--- config.mk ---
export PLATFORM = sky130hd
export DESIGN_NAME = slp_latch
export DESIGN_NICKNAME = d
export VERILOG_FILES = /design/src/rtl/slp_pkg.sv /design/src/rtl/slp_fifo_if.sv /design/src/rtl/slp_fifo.sv /design/src/rtl/slp_latch.sv
export SDC_FILE = /design/constraint.sdc
export NUM_CORES = 1
export LEC_CHECK = 0
export BUFFER_PORTS_ARGS = -buffer_cell sky130_fd_sc_hd__buf_4
export CAP_MARGIN = 20
export CORE_ASPECT_RATIO = 0.8
export CORE_UTILIZATION = 60
export CTS_CLUSTER_SIZE = 20
export DETAILED_ROUTE_END_ITERATION = 6
export PLACE_DENSITY = 0.81
export SLEW_MARGIN = 0
export SYNTH_ARGS = -nofsm -noshare
export SYNTH_HDL_FRONTEND = slang
export SYNTH_SLANG_ARGS = --single-unit
--- constraint.sdc ---
create_clock -name core_clk -period 3.95 [get_ports core_clk]
set_input_delay 0 -clock core_clk [delete_from_list [all_inputs] [get_ports core_clk]]
set_output_delay 0 -clock core_clk [all_outputs]
set_load 0.01 [all_outputs]
--- src/rtl/slp_pkg.sv ---
/*
  Constants shared by the serial-to-parallel latch: widths, pin slots of the input
  synchroniser, reset values and the edge helper function.
  Assumes a single core clock; every pin is asynchronous to it.
*/
// Summary of operation
// eight-stage shift chain takes one serial bit per rising shift clock edge
// eight-bit storage register loads the chain and drives the parallel lines
// shift clock and storage clock are separate inputs, usable independently
// only rising edges of either clock act; falling edges change nothing
// with both clocks tied, storage takes the chain value from before the edge
// clear low zeroes every chain stage, overriding shift clock and serial input
// clear is active low; high lets shifting run normally
// last chain stage is driven on the cascade output for chaining devices
// parallel lines are three-state or open-collector, chosen by a parameter
// output enable is active low; high floats lines, stored data untouched
package slp_pkg;

  localparam int unsigned SLP_WIDTH      = 8;     // chain and storage width
  localparam int unsigned SLP_FIFO_DEPTH = 8;     // capture log depth
  localparam int unsigned SLP_NUM_PINS   = 5;     // synchronised input pins
  localparam int unsigned SLP_CNT_W      = 4;     // shift counter width

  // slots of the synchroniser vector
  localparam int unsigned SLP_PIN_SCK = 0;        // shift stage clock
  localparam int unsigned SLP_PIN_RCK = 1;        // storage capture clock
  localparam int unsigned SLP_PIN_CLR = 2;        // chain clear, active low
  localparam int unsigned SLP_PIN_SER = 3;        // serial data
  localparam int unsigned SLP_PIN_OEN = 4;        // output enable, active low

  // idle pin levels: clocks low, clear released, outputs disabled
  localparam logic [SLP_NUM_PINS-1:0] SLP_PIN_RST   = 5'h14;
  localparam logic [SLP_WIDTH-1:0]    SLP_CHAIN_RST = 8'h00;
  localparam logic [SLP_WIDTH-1:0]    SLP_STORE_RST = 8'h00;
  localparam logic [SLP_CNT_W-1:0]    SLP_CNT_RST   = 4'h0;
  localparam logic [SLP_CNT_W-1:0]    SLP_CNT_FULL  = 4'h8;

  // rising edge of a filtered level: the two late stages agree on high, old was low
  function automatic logic slp_rise(input logic agree, input logic lvl, input logic old);
    slp_rise = agree & lvl & ~old;
  endfunction : slp_rise

endpackage : slp_pkg

--- src/rtl/slp_fifo_if.sv ---
/*
  Carrier between the latch and its capture log FIFO: write and read handshakes.
  Assumes both ends run on the same core clock.
*/
`timescale 1ns/100ps
interface slp_fifo_if #(
  parameter int unsigned WIDTH = 8
);
  logic             wr_valid;
  logic             wr_ready;
  logic [WIDTH-1:0] wr_data;
  logic             rd_valid;
  logic             rd_ready;
  logic [WIDTH-1:0] rd_data;

  modport fifo (
    input  wr_valid,
    output wr_ready,
    input  wr_data,
    output rd_valid,
    input  rd_ready,
    output rd_data
  );

  modport user (
    output wr_valid,
    input  wr_ready,
    output wr_data,
    input  rd_valid,
    output rd_ready,
    input  rd_data
  );
endinterface : slp_fifo_if

--- src/rtl/slp_fifo.sv ---
/*
  Synchronous FIFO with valid/ready on both sides, used as the capture log.
  Assumes one clock, asynchronous active-low reset and a freezing clock enable.
*/
`timescale 1ns/100ps
module slp_fifo
  import slp_pkg::*;
#(
  parameter int unsigned WIDTH = SLP_WIDTH,
  parameter int unsigned DEPTH = SLP_FIFO_DEPTH
) (
  input  logic   core_clk,
  input  logic   rstn,
  input  logic   ce,
  slp_fifo_if.fifo port_f
);
  localparam int unsigned AW = (DEPTH > 1) ? $clog2(DEPTH) : 1;

  logic [WIDTH-1:0] mem [DEPTH];
  logic [AW:0]      count_r;
  logic [AW-1:0]    wr_ptr_r;
  logic [AW-1:0]    rd_ptr_r;
  wire              do_wr;
  wire              do_rd;
  wire  [AW-1:0]    wr_ptr_nxt;
  wire  [AW-1:0]    rd_ptr_nxt;

  // full and empty come straight from the occupancy count
  assign port_f.wr_ready = (count_r != (AW+1)'(DEPTH));
  assign port_f.rd_valid = (count_r != '0);
  assign port_f.rd_data  = mem[rd_ptr_r];
  assign do_wr           = ce & port_f.wr_valid & port_f.wr_ready;
  assign do_rd           = ce & port_f.rd_valid & port_f.rd_ready;
  assign wr_ptr_nxt      = (wr_ptr_r == AW'(DEPTH-1)) ? '0 : wr_ptr_r + AW'(1);
  assign rd_ptr_nxt      = (rd_ptr_r == AW'(DEPTH-1)) ? '0 : rd_ptr_r + AW'(1);

  // storage array has no reset; only written words are ever read
  always_ff @(posedge core_clk) begin
    if (do_wr) begin
      mem[wr_ptr_r] <= port_f.wr_data;
    end
  end

  // pointers and count
  always_ff @(posedge core_clk or negedge rstn) begin
    if (!rstn) begin
      wr_ptr_r <= '0;
      rd_ptr_r <= '0;
      count_r  <= '0;
    end else begin
      if (do_wr) wr_ptr_r <= wr_ptr_nxt;
      if (do_rd) rd_ptr_r <= rd_ptr_nxt;
      if (do_wr && !do_rd) count_r <= count_r + (AW+1)'(1);
      else if (do_rd && !do_wr) count_r <= count_r - (AW+1)'(1);
    end
  end
endmodule : slp_fifo

--- src/rtl/slp_latch.sv ---
/*
  Serial-in parallel-out shift chain with a storage register, cascade output and
  three-state or open-collector parallel drivers, plus a log of captured words.
  Assumes all pins are asynchronous to core_clk and that each pin level holds for
  at least three core clock cycles; pulses of a single core clock cycle are filtered away.
*/
`timescale 1ns/100ps
module slp_latch
  import slp_pkg::*;
#(
  parameter int unsigned WIDTH          = SLP_WIDTH,
  parameter int unsigned FIFO_DEPTH     = SLP_FIFO_DEPTH,
  parameter bit          OPEN_COLLECTOR = 1'b0
) (
  input  logic             core_clk,
  input  logic             rstn,
  input  logic             ce,
  input  logic             shift_stage_clock,
  input  logic             storage_capture_clock,
  input  logic             chain_clear_n,
  input  logic             serial_bit_in,
  input  logic             out_enable_n,
  output logic [WIDTH-1:0] parallel_lines_out,
  output logic [WIDTH-1:0] parallel_lines_oe,
  output logic             cascade_bit_out,
  output logic [WIDTH-1:0] storage_word,
  output logic [SLP_CNT_W-1:0] shifts_pending,
  output logic             chain_full,
  output logic             cap_valid,
  input  logic             cap_ready,
  output logic [WIDTH-1:0] cap_data,
  output logic             cap_room,
  output logic             cap_dropped,
  input  logic             cap_dropped_clr
);

  // synchroniser: three stages per pin, first stage feeds only the second
  logic [SLP_NUM_PINS-1:0] sync1_r;
  logic [SLP_NUM_PINS-1:0] sync2_r;
  logic [SLP_NUM_PINS-1:0] sync3_r;
  logic [SLP_NUM_PINS-1:0] lvl_r;
  wire  [SLP_NUM_PINS-1:0] pins_raw;
  wire  [SLP_NUM_PINS-1:0] agree;
  wire  [SLP_NUM_PINS-1:0] lvl_nxt;

  logic [WIDTH-1:0]     chain_r;
  logic [WIDTH-1:0]     storage_r;
  logic [SLP_CNT_W-1:0] cnt_r;
  logic                 dropped_r;
  logic [WIDTH-1:0]     pad_out_r;
  logic [WIDTH-1:0]     pad_oe_r;

  wire                  sck_rise;
  wire                  rck_rise;
  wire                  clr_active;
  wire                  ser_lvl;
  wire                  out_en;
  wire  [WIDTH-1:0]     chain_nxt;
  wire  [WIDTH-1:0]     storage_nxt;
  wire  [SLP_CNT_W-1:0] cnt_nxt;
  wire  [WIDTH-1:0]     pad_out_nxt;
  wire  [WIDTH-1:0]     pad_oe_nxt;
  wire                  push_drop;

  slp_fifo_if #(.WIDTH(WIDTH)) log_if ();

  // pin gathering and the agree-based filter
  assign pins_raw[SLP_PIN_SCK] = shift_stage_clock;
  assign pins_raw[SLP_PIN_RCK] = storage_capture_clock;
  assign pins_raw[SLP_PIN_CLR] = chain_clear_n;
  assign pins_raw[SLP_PIN_SER] = serial_bit_in;
  assign pins_raw[SLP_PIN_OEN] = out_enable_n;
  assign agree   = ~(sync2_r ^ sync3_r);
  assign lvl_nxt = (agree & sync3_r) | (~agree & lvl_r);

  always_ff @(posedge core_clk or negedge rstn) begin
    if (!rstn) begin
      sync1_r <= SLP_PIN_RST;
      sync2_r <= SLP_PIN_RST;
      sync3_r <= SLP_PIN_RST;
      lvl_r   <= SLP_PIN_RST;
    end else if (ce) begin
      sync1_r <= pins_raw;
      sync2_r <= sync1_r;
      sync3_r <= sync2_r;
      lvl_r   <= lvl_nxt;
    end
  end

  // separate edge detectors, so the two clocks never depend on each other
  assign sck_rise   = slp_rise(agree[SLP_PIN_SCK], sync3_r[SLP_PIN_SCK],
                               lvl_r[SLP_PIN_SCK]);
  assign rck_rise   = slp_rise(agree[SLP_PIN_RCK], sync3_r[SLP_PIN_RCK],
                               lvl_r[SLP_PIN_RCK]);
  assign clr_active = ~lvl_r[SLP_PIN_CLR];
  assign ser_lvl    = lvl_nxt[SLP_PIN_SER];          // data as seen at the clock edge
  assign out_en     = ~lvl_r[SLP_PIN_OEN];

  // chain: clear beats shifting for every cycle it is held low
  assign chain_nxt = clr_active ? SLP_CHAIN_RST :
                     sck_rise   ? {chain_r[WIDTH-2:0], ser_lvl} :
                                  chain_r;

  // storage reads the chain as it stood before this edge, so a tied clock lags one
  assign storage_nxt = rck_rise ? chain_r : storage_r;

  // count of shifts since the last capture or clear, saturating at a full word
  assign cnt_nxt = (clr_active || rck_rise) ? SLP_CNT_RST :
                   (sck_rise && cnt_r != SLP_CNT_FULL) ? cnt_r + SLP_CNT_W'(1) :
                                                         cnt_r;

  always_ff @(posedge core_clk or negedge rstn) begin
    if (!rstn) begin
      chain_r   <= SLP_CHAIN_RST;
      storage_r <= SLP_STORE_RST;
      cnt_r     <= SLP_CNT_RST;
    end else if (ce) begin
      chain_r   <= chain_nxt;
      storage_r <= storage_nxt;
      cnt_r     <= cnt_nxt;
    end
  end

  // pad drivers: three-state drives the value, open-collector only pulls low
  assign pad_out_nxt = OPEN_COLLECTOR ? '0 : storage_r;
  assign pad_oe_nxt  = !out_en        ? '0 :
                       OPEN_COLLECTOR ? ~storage_r : {WIDTH{1'b1}};

  // registered pads cost one cycle but keep the pin drive glitch free
  always_ff @(posedge core_clk or negedge rstn) begin
    if (!rstn) begin
      pad_out_r <= '0;
      pad_oe_r  <= '0;
    end else if (ce) begin
      pad_out_r <= pad_out_nxt;
      pad_oe_r  <= pad_oe_nxt;
    end
  end

  // capture log: every storage edge pushes the captured word while the log has room
  assign log_if.wr_valid = rck_rise;
  assign log_if.wr_data  = chain_r;
  assign log_if.rd_ready = cap_ready;
  assign push_drop       = rck_rise & ~log_if.wr_ready;

  // a word lost to a full log is flagged; a new loss wins over a clear
  always_ff @(posedge core_clk or negedge rstn) begin
    if (!rstn) begin
      dropped_r <= 1'b0;
    end else if (ce) begin
      dropped_r <= push_drop | (dropped_r & ~cap_dropped_clr);
    end
  end

  slp_fifo #(
    .WIDTH (WIDTH),
    .DEPTH (FIFO_DEPTH)
  ) u_log (
    .core_clk (core_clk),
    .rstn     (rstn),
    .ce       (ce),
    .port_f   (log_if)
  );

  // outputs
  assign parallel_lines_out = pad_out_r;
  assign parallel_lines_oe  = pad_oe_r;
  assign cascade_bit_out    = chain_r[WIDTH-1];
  assign storage_word       = storage_r;
  assign shifts_pending     = cnt_r;
  assign chain_full         = (cnt_r == SLP_CNT_FULL);
  assign cap_valid          = log_if.rd_valid;
  assign cap_data           = log_if.rd_data;
  assign cap_room           = log_if.wr_ready;
  assign cap_dropped        = dropped_r;

endmodule : slp_latch

==> flow_metrics.py, run 1 <==
metrics = {
    "run_status": {
        "status": "completed",
    },
    "sta": {
        "worst_slew_pin_slew_ps": 986,
        "finalSetupTns_ps": 0,
        "finalSetupViolCount": 0,
        "finalHoldViolations": 0,
        "min_period_ps": 2590,
        "fin_crit_sh": 0.655,
        "fin_skew_ps": 5.13,
        "max_freq_ghz": 0.386,
        "slew_violations": 0,
        "rsz0062_at_grt": "false",
        "final.setup.worst_slack_ps": 1360,
        "slew_headroom": 0.338,
    },
    "job": {
        "drv_cap": 0,
    },
    "pwr": {
        "power.total_mw": 4.39,
        "worst_ir_drop_vdd_mv": 0.371,
        "power_density_nw_per_um2": 696,
        "leakagePower_nw": 2.66,
    },
    "yosys": {
        "synth-seq-cells": 124,
        "synth_edf_count": 64,
        "synth_nets": 346,
        "seq_area_frac_synth": 0.660,
        "syn_avg_cell_area_um2": 16.0,
        "ys.flop_type": "edfxtp_1",
        "syn_area_um2": 5200,
        "synth_cells": 324,
        "synthArstFlopShare": 0.484,
        "synth_cell_type_count": 39,
        "ys_warn_count": 0,
    },
    "floorplanning": {
        "initial_utilization": 0.637,
        "fp.dieH_um": 85.3,
        "fp.dieArea_um2": 9050,
        "rows": 29,
        "die_x_um": 106,
        "io_pins": 51,
        "core_um2": 8160,
    },
    "finish": {
        "diodes": 0,
        "drive_gt1_frac": 0.373,
        "fillers": 474,
        "area_growth_pct": 21.2,
        "layout_common_cells": "edfxtp_1 (64), buf_4 (54), dfrtp_1 (52)",
        "final_common_cell": "edfxtp_1",
        "fin_util": 0.772,
        "fin_nets": 409,
    },
    "clock_network": {
        "cts_setup_buffers": 0,
        "cts_buffer_depth": 2,
        "clkLatencyLatePin_ps": 510,
        "htreeDepth": 4,
        "cts_root_buffer": "clkbuf_8",
        "cts_tree": "built",
        "numCtsBuffers": 17,
        "path_clk_slew_ps": 60,
        "post_cts_resized": 0,
        "hold_buffers": 8,
        "cts.sinks": 124,
    },
    "drt": {
        "ant_nets": 0,
        "drtIter0Drc": 165,
        "vias_per_cell": 5.67,
        "vias": 2882,
        "drtPass1Iterations": 4,
        "route.detailed.wl_per_inst_um": 18.8,
        "drc": 0,
        "wl_um": 9530,
    },
    "setup_path": {
        "worstReg2RegStart": "sync2_r[1]$_DFFE_PN0P_",
        "r2r_cells": 6,
        "cp_max_fo": 19,
        "rr_endpoint": "u_log.mem[1][1]$_DFFE_PP_",
        "endpoint_kind": "output pin",
        "rrSetupSlack_ps": 1460,
        "cp.arrival_ps": 2590,
        "start_kind": "flop",
        "startpoint": "u_log.rd_ptr_r[0]$_DFFE_PN0P_",
        "endpoint": "cap_data[3]",
        "crit_type": "reg2out",
        "cp.required_ps": 3950,
    },
    "grt": {
        "met2_usage": 0.382,
        "grt_pass1_wl_um": 16000,
        "grt_max_degree": 61,
        "top_usage_layer": "met2",
        "grt_use_met3": 0.0630,
        "track_usage": 0.240,
        "grt_pass1_vias": 3141,
        "overflow": 0,
        "antenna_found_initial": 0,
        "met1_usage": 0.322,
    },
    "placed_design": {
        "globalplace.congestion": 0.780,
        "hpwl_um": 5930,
        "io_buffers": 50,
        "dp_slack_ps": 1480,
    },
    "min_path": {
        "hold_class": "in2reg",
    },
}
==> routing by layer <==
metal,up-vias,routed length (um)
met3,16,346
met2,66,4750
met4,0,131
li1,1328,-
met5,-,0
met1,1472,4300
==> logic make-up (layout without fill, tap and decap cells) <==
| logic type | count (synthesis) | in the layout | share of synthesized area |
|---|---|---|---|
| muxes | 60 | 60 | 0.176 |
| buffers and inverters | 29 | 105 | 0.0315 |
| and+or+nand+nor | 60 | 60 | 0.0568 |
| adders and majority gates | 13 | 13 | 0.0322 |
| xor gates and xnor gates | 3 | 3 | 0.00505 |
| AOI/OAI and AO/OA | 35 | 35 | 0.0380 |
| DFF | 124 | 124 | 0.660 |
==> registers in the layout, indices dropped and copies added (netlist names), named ones only <==
signal / flops
u_log.rd_ptr_r: 3
sync1_r: 5
shifts_pending: 4
sync2_r: 5
chain_r: 8
parallel_lines_out: 8
u_log.mem: 64
parallel_lines_oe: 1
u_log.wr_ptr_r: 3
u_log.count_r: 4
storage_word: 8
lvl_r: 1
sync3_r: 5
cap_dropped: 1
==> how the worst min path moves through the flow <==
stage               from  cells past startpoint  slack, ps                                end
2_1_floorplan       rstn                      0       -300         asynchronous set/reset pin
3_3_place_gp        rstn                      1        110  parallel_lines_out[6]$_DFFE_PN0P_
3_5_place_dp        rstn                      1        120  parallel_lines_out[6]$_DFFE_PN0P_
4_1_cts        cap_ready                      3          4      u_log.rd_ptr_r[1]$_DFFE_PN0P_
5_1_grt        cap_ready                      3         60      u_log.rd_ptr_r[1]$_DFFE_PN0P_
6_report       cap_ready                      3         40      u_log.rd_ptr_r[1]$_DFFE_PN0P_
==> metrics by stage <==
step,instance area [um2],std cells,hold slack (ps)
floorplan,5200,324,-296
global placement,5620,468,112
detailed placement,5620,468,116
CTS,6300,508,3.68
global route,6300,508,55.2
finish,6300,508,37.5
==> cell usage after synthesis, types with 2 or more instances <==
cell type,instances,area share
nand3b_1,3,0.0043
o21ai_0,22,0.021
a21oi_1,5,0.0048
ha_1,11,0.026
mux4_1,8,0.040
dfstp_2,8,0.040
nor3_1,7,0.0067
mux2_2,36,0.078
nand2_1,29,0.021
xnor2_1,3,0.0051
mux4_2,8,0.035
inv_1,9,0.0065
buf_2,4,0.0039
and3_1,2,0.0024
nand2b_1,4,0.0048
a21o_1,2,0.0029
a31o_2,3,0.0051
nor2_1,6,0.0043
buf_4,7,0.010
clkbuf_1,4,0.0029
edfxtp_1,64,0.37
nor2b_1,2,0.0024
mux2_4,8,0.023
nand3_1,3,0.0029
dfrtp_1,52,0.25
==> final cells by class <==
class	instances	area [um2]	share of cell area
Multi-Input combinational cell	171	1600	0.254
Timing Repair Buffer	62	485	0.0770
Tap cell	108	135	0.0214
Clock inverter	13	173	0.0274
Inverter	11	41.3	0.00655
Sequential cell	124	3430	0.545
Clock buffer	19	432	0.0685
==> worst max-delay path: stages, from the launching register on <==
cell	delay, ps
dfrtp_1	960
mux4_1	690
mux2_4	280
buf_4	140
==> where the power goes <==
part / leakage [nW] / total [mW] / internal, mW / switching [mW]
combinational: 0.997 / 0.965 / 0.592 / 0.373
sequential: 1.38 / 1.86 / 1.57 / 0.290
clock: 0.285 / 1.56 / 1.03 / 0.532
total: 2.66 / 4.39 / 3.19 / 1.19
No activity file was read; power rests on OpenSTA's default activity.
==> inputs of run 2 (changes only) <==
CORE_UTILIZATION = 58   (was 60)
PLACE_DENSITY = 0.78   (was 0.81)
clock period = 2.45 ns   (was 3.95 ns; I/O delays follow)
==> run 2 against run 1 <==
Effect of this change:
- via count grew 0.87%
- clock power grew 47%
- flip-flop and latch count is the same
- design area grew 0.68%
- setup slack lost 1200 ps
- combinational power grew 72%
- critical path depth grew 8
- register-to-register slack lost 1300 ps
- count of clock-buffer cells in the layout grew 1
- highest routed layer unchanged
==> flow_metrics.py, run 2 (synthesized netlist as in run 1, its figures left out) <==
metrics = {
    "setup_path": {
        "crit_type": "reg2reg",
        "start_kind": "flop",
        "r2r_cells": 11,
        "crit_buf_inv": 2,
        "cp_max_fo": 5,
        "critPathMaxStageDelay_ps": 440,
        "cp.arrival_ps": 2740,
        "path_cells": "nor3_2 > nand2b_1 > and3_1 > inv_1 > ha_1 > inv_1 > ha_4 > nand3_1 > and3_1 > o21bai_1 > xnor2_1",
        "cp.required_ps": 2880,
        "cp_slowest_cell": "dfrtp_1",
        "endpoint_kind": "flop",
        "endpoint": "u_log.count_r[3]$_DFFE_PN0P_",
        "worstReg2RegStart": "u_log.count_r[1]$_DFFE_PN0P_",
        "cp_top_family": "simple AND/OR/NAND/NOR gates",
        "startpoint": "u_log.count_r[1]$_DFFE_PN0P_",
        "cp.depth": 11,
        "rr_endpoint": "u_log.count_r[3]$_DFFE_PN0P_",
        "rrSetupSlack_ps": 140,
    },
    "floorplanning": {
        "initial_utilization": 0.605,
        "fp.dieArea_um2": 9350,
        "die_x_um": 108,
        "io_pins": 51,
        "core_um2": 8600,
        "fp.dieH_um": 86.7,
        "rows": 30,
    },
    "sta": {
        "fin_skew_ps": 8.86,
        "hold-worst-slack_ps": 58.9,
        "finalSetupTns_ps": 0,
        "min_period_ps": 2310,
        "worst_slew_pin_slew_ps": 762,
        "fin_crit_sh": 0.942,
        "slew_violations": 0,
        "finalHoldViolations": 0,
        "max_freq_ghz": 0.433,
        "finalSetupViolCount": 0,
        "slew_headroom": 0.492,
        "final.setup.worst_slack_ps": 142,
    },
    "clock_network": {
        "htreeDepth": 4,
        "numCtsBuffers": 17,
        "path_clk_slew_ps": 60,
        "clkLatencyLatePin_ps": 500,
        "cts.sinks": 124,
        "cts_buffer_depth": 2,
        "cts_tree": "built",
        "cts_root_buffer": "clkbuf_8",
    },
    "placed_design": {
        "io_buffers": 50,
        "hpwl_um": 5970,
        "globalplace.congestion": 0.742,
        "dp_slack_ps": 64.4,
        "post-place-cells": 480,
    },
    "drt": {
        "wl_um": 9250,
        "drtPass1Iterations": 5,
        "vias_per_cell": 5.58,
        "vias": 2907,
        "drtIter0Drc": 167,
        "drc": 0,
        "route.detailed.wl_per_inst_um": 17.8,
        "ant_nets": 0,
    },
    "grt": {
        "grt_max_degree": 61,
        "antenna_found_initial": 0,
        "overflow": 0,
        "grt_pass1_wl_um": 15100,
        "grt_pass1_vias": 2972,
        "track_usage": 0.225,
    },
    "job": {
        "drv_cap": 0,
    },
    "pwr": {
        "worst_ir_drop_vdd_mv": 0.705,
        "power.switching_mw": 1.94,
        "p_seq_frac": 0.427,
        "leakagePower_nw": 2.68,
        "p_clk_frac": 0.333,
        "power_density_nw_per_um2": 1090,
        "power_frac_comb": 0.241,
        "p_int_mw": 4.96,
        "switching_share": 0.281,
    },
    "finish": {
        "fin_nets": 418,
        "largest_reg_flops": 64,
        "area_growth_pct": 22.0,
        "stdcell_count": 521,
        "diodes": 0,
        "drive_gt1_frac": 0.391,
        "fillers": 526,
        "layout_common_cells": "edfxtp_1 (64), buf_4 (62), dfrtp_1 (51)",
        "final_common_cell": "edfxtp_1",
        "regMostFlops": "u_log.mem",
    },
    "run_status": {
        "status": "completed",
    },
    "min_path": {
        "hold_class": "in2reg",
    },
}
[run 2: cell types whose count changed in the layout (fill, tap and decap cells not counted), moves of 2 or more]
cell,previous run,this run
clkinv_4,0,2
buf_4,54,62
clkbuf_1,1,3
bufinv_16,4,2
[run 2: worst min-delay path, delay by kind of cell]
family                 cells  cell delay, ps
AND/OR/NAND/NOR            1             240
multiplexers               1             180
buffers and inverters      1             110
[run 2: through the flow]
step	instance area (um2)	util	total power, mW
6_report	6340	0.738	6.90
5_1_grt	6340	0.738	7.26
4_1_cts	6320	0.736	6.92
3_5_place_dp	5680	0.661	4.60
3_3_place_gp	5680	0.661	4.51
2_1_floorplan	5200	-	4.05
[run 2: per-layer routing]
metal	wire length (um)	part of all wire	up-vias	global-route usage
met3	432	0.047	10	0.0526
met5	0	0	-	0
li1	-	-	1342	-
met2	4490	0.49	97	0.341
met1	4210	0.45	1458	0.312
met4	124	0.013	0	0.107
[run 2: worst min path at each step]
stage | depth (start not counted) | from | slack [ps] | endpoint
after floorplan | 0 | rstn | -300 | asynchronous set/reset pin
after global placement | 1 | rstn | 120 | parallel_lines_out[7]$_DFFE_PN0P_
after detailed placement | 1 | rstn | 120 | parallel_lines_out[7]$_DFFE_PN0P_
after CTS | 3 | ce | 30 | u_log.rd_ptr_r[2]$_DFFE_PN0P_
after global routing | 4 | ce | 50 | storage_word[5]$_DFFE_PN0P_
final | 3 | ce | 60 | u_log.rd_ptr_r[2]$_DFFE_PN0P_
[run 2: repair_timing]
| action | CTS | global route |
|---|---|---|
| resized for setup | 0 | 4 |
| setup buffers | 0 | 0 |
| hold buffers | 9 | 0 |
| hold endpoints to repair | 68 | 0 |
| setup endpoints to repair | 0 | 1 |
[run 2: power groups by stage]
stage | clock [mW] | combinational (mW) | sequential, mW
2_1_floorplan | 0 | 1.25 | 2.80
3_3_place_gp | 0 | 1.58 | 2.93
3_5_place_dp | 0 | 1.63 | 2.97
4_1_cts | 2.33 | 1.65 | 2.93
5_1_grt | 2.42 | 1.83 | 3.00
6_report | 2.30 | 1.66 | 2.94
[run 2: layout make-up]
type,instances,area [um2],share of cell area
Timing Repair Buffer,71,556,0.0876
Tap cell,112,140,0.0221
Inverter,11,41.3,0.00651
Clock inverter,12,124,0.0195
Sequential cell,124,3430,0.541
Multi-Input combinational cell,171,1620,0.256
Clock buffer,20,425,0.0670
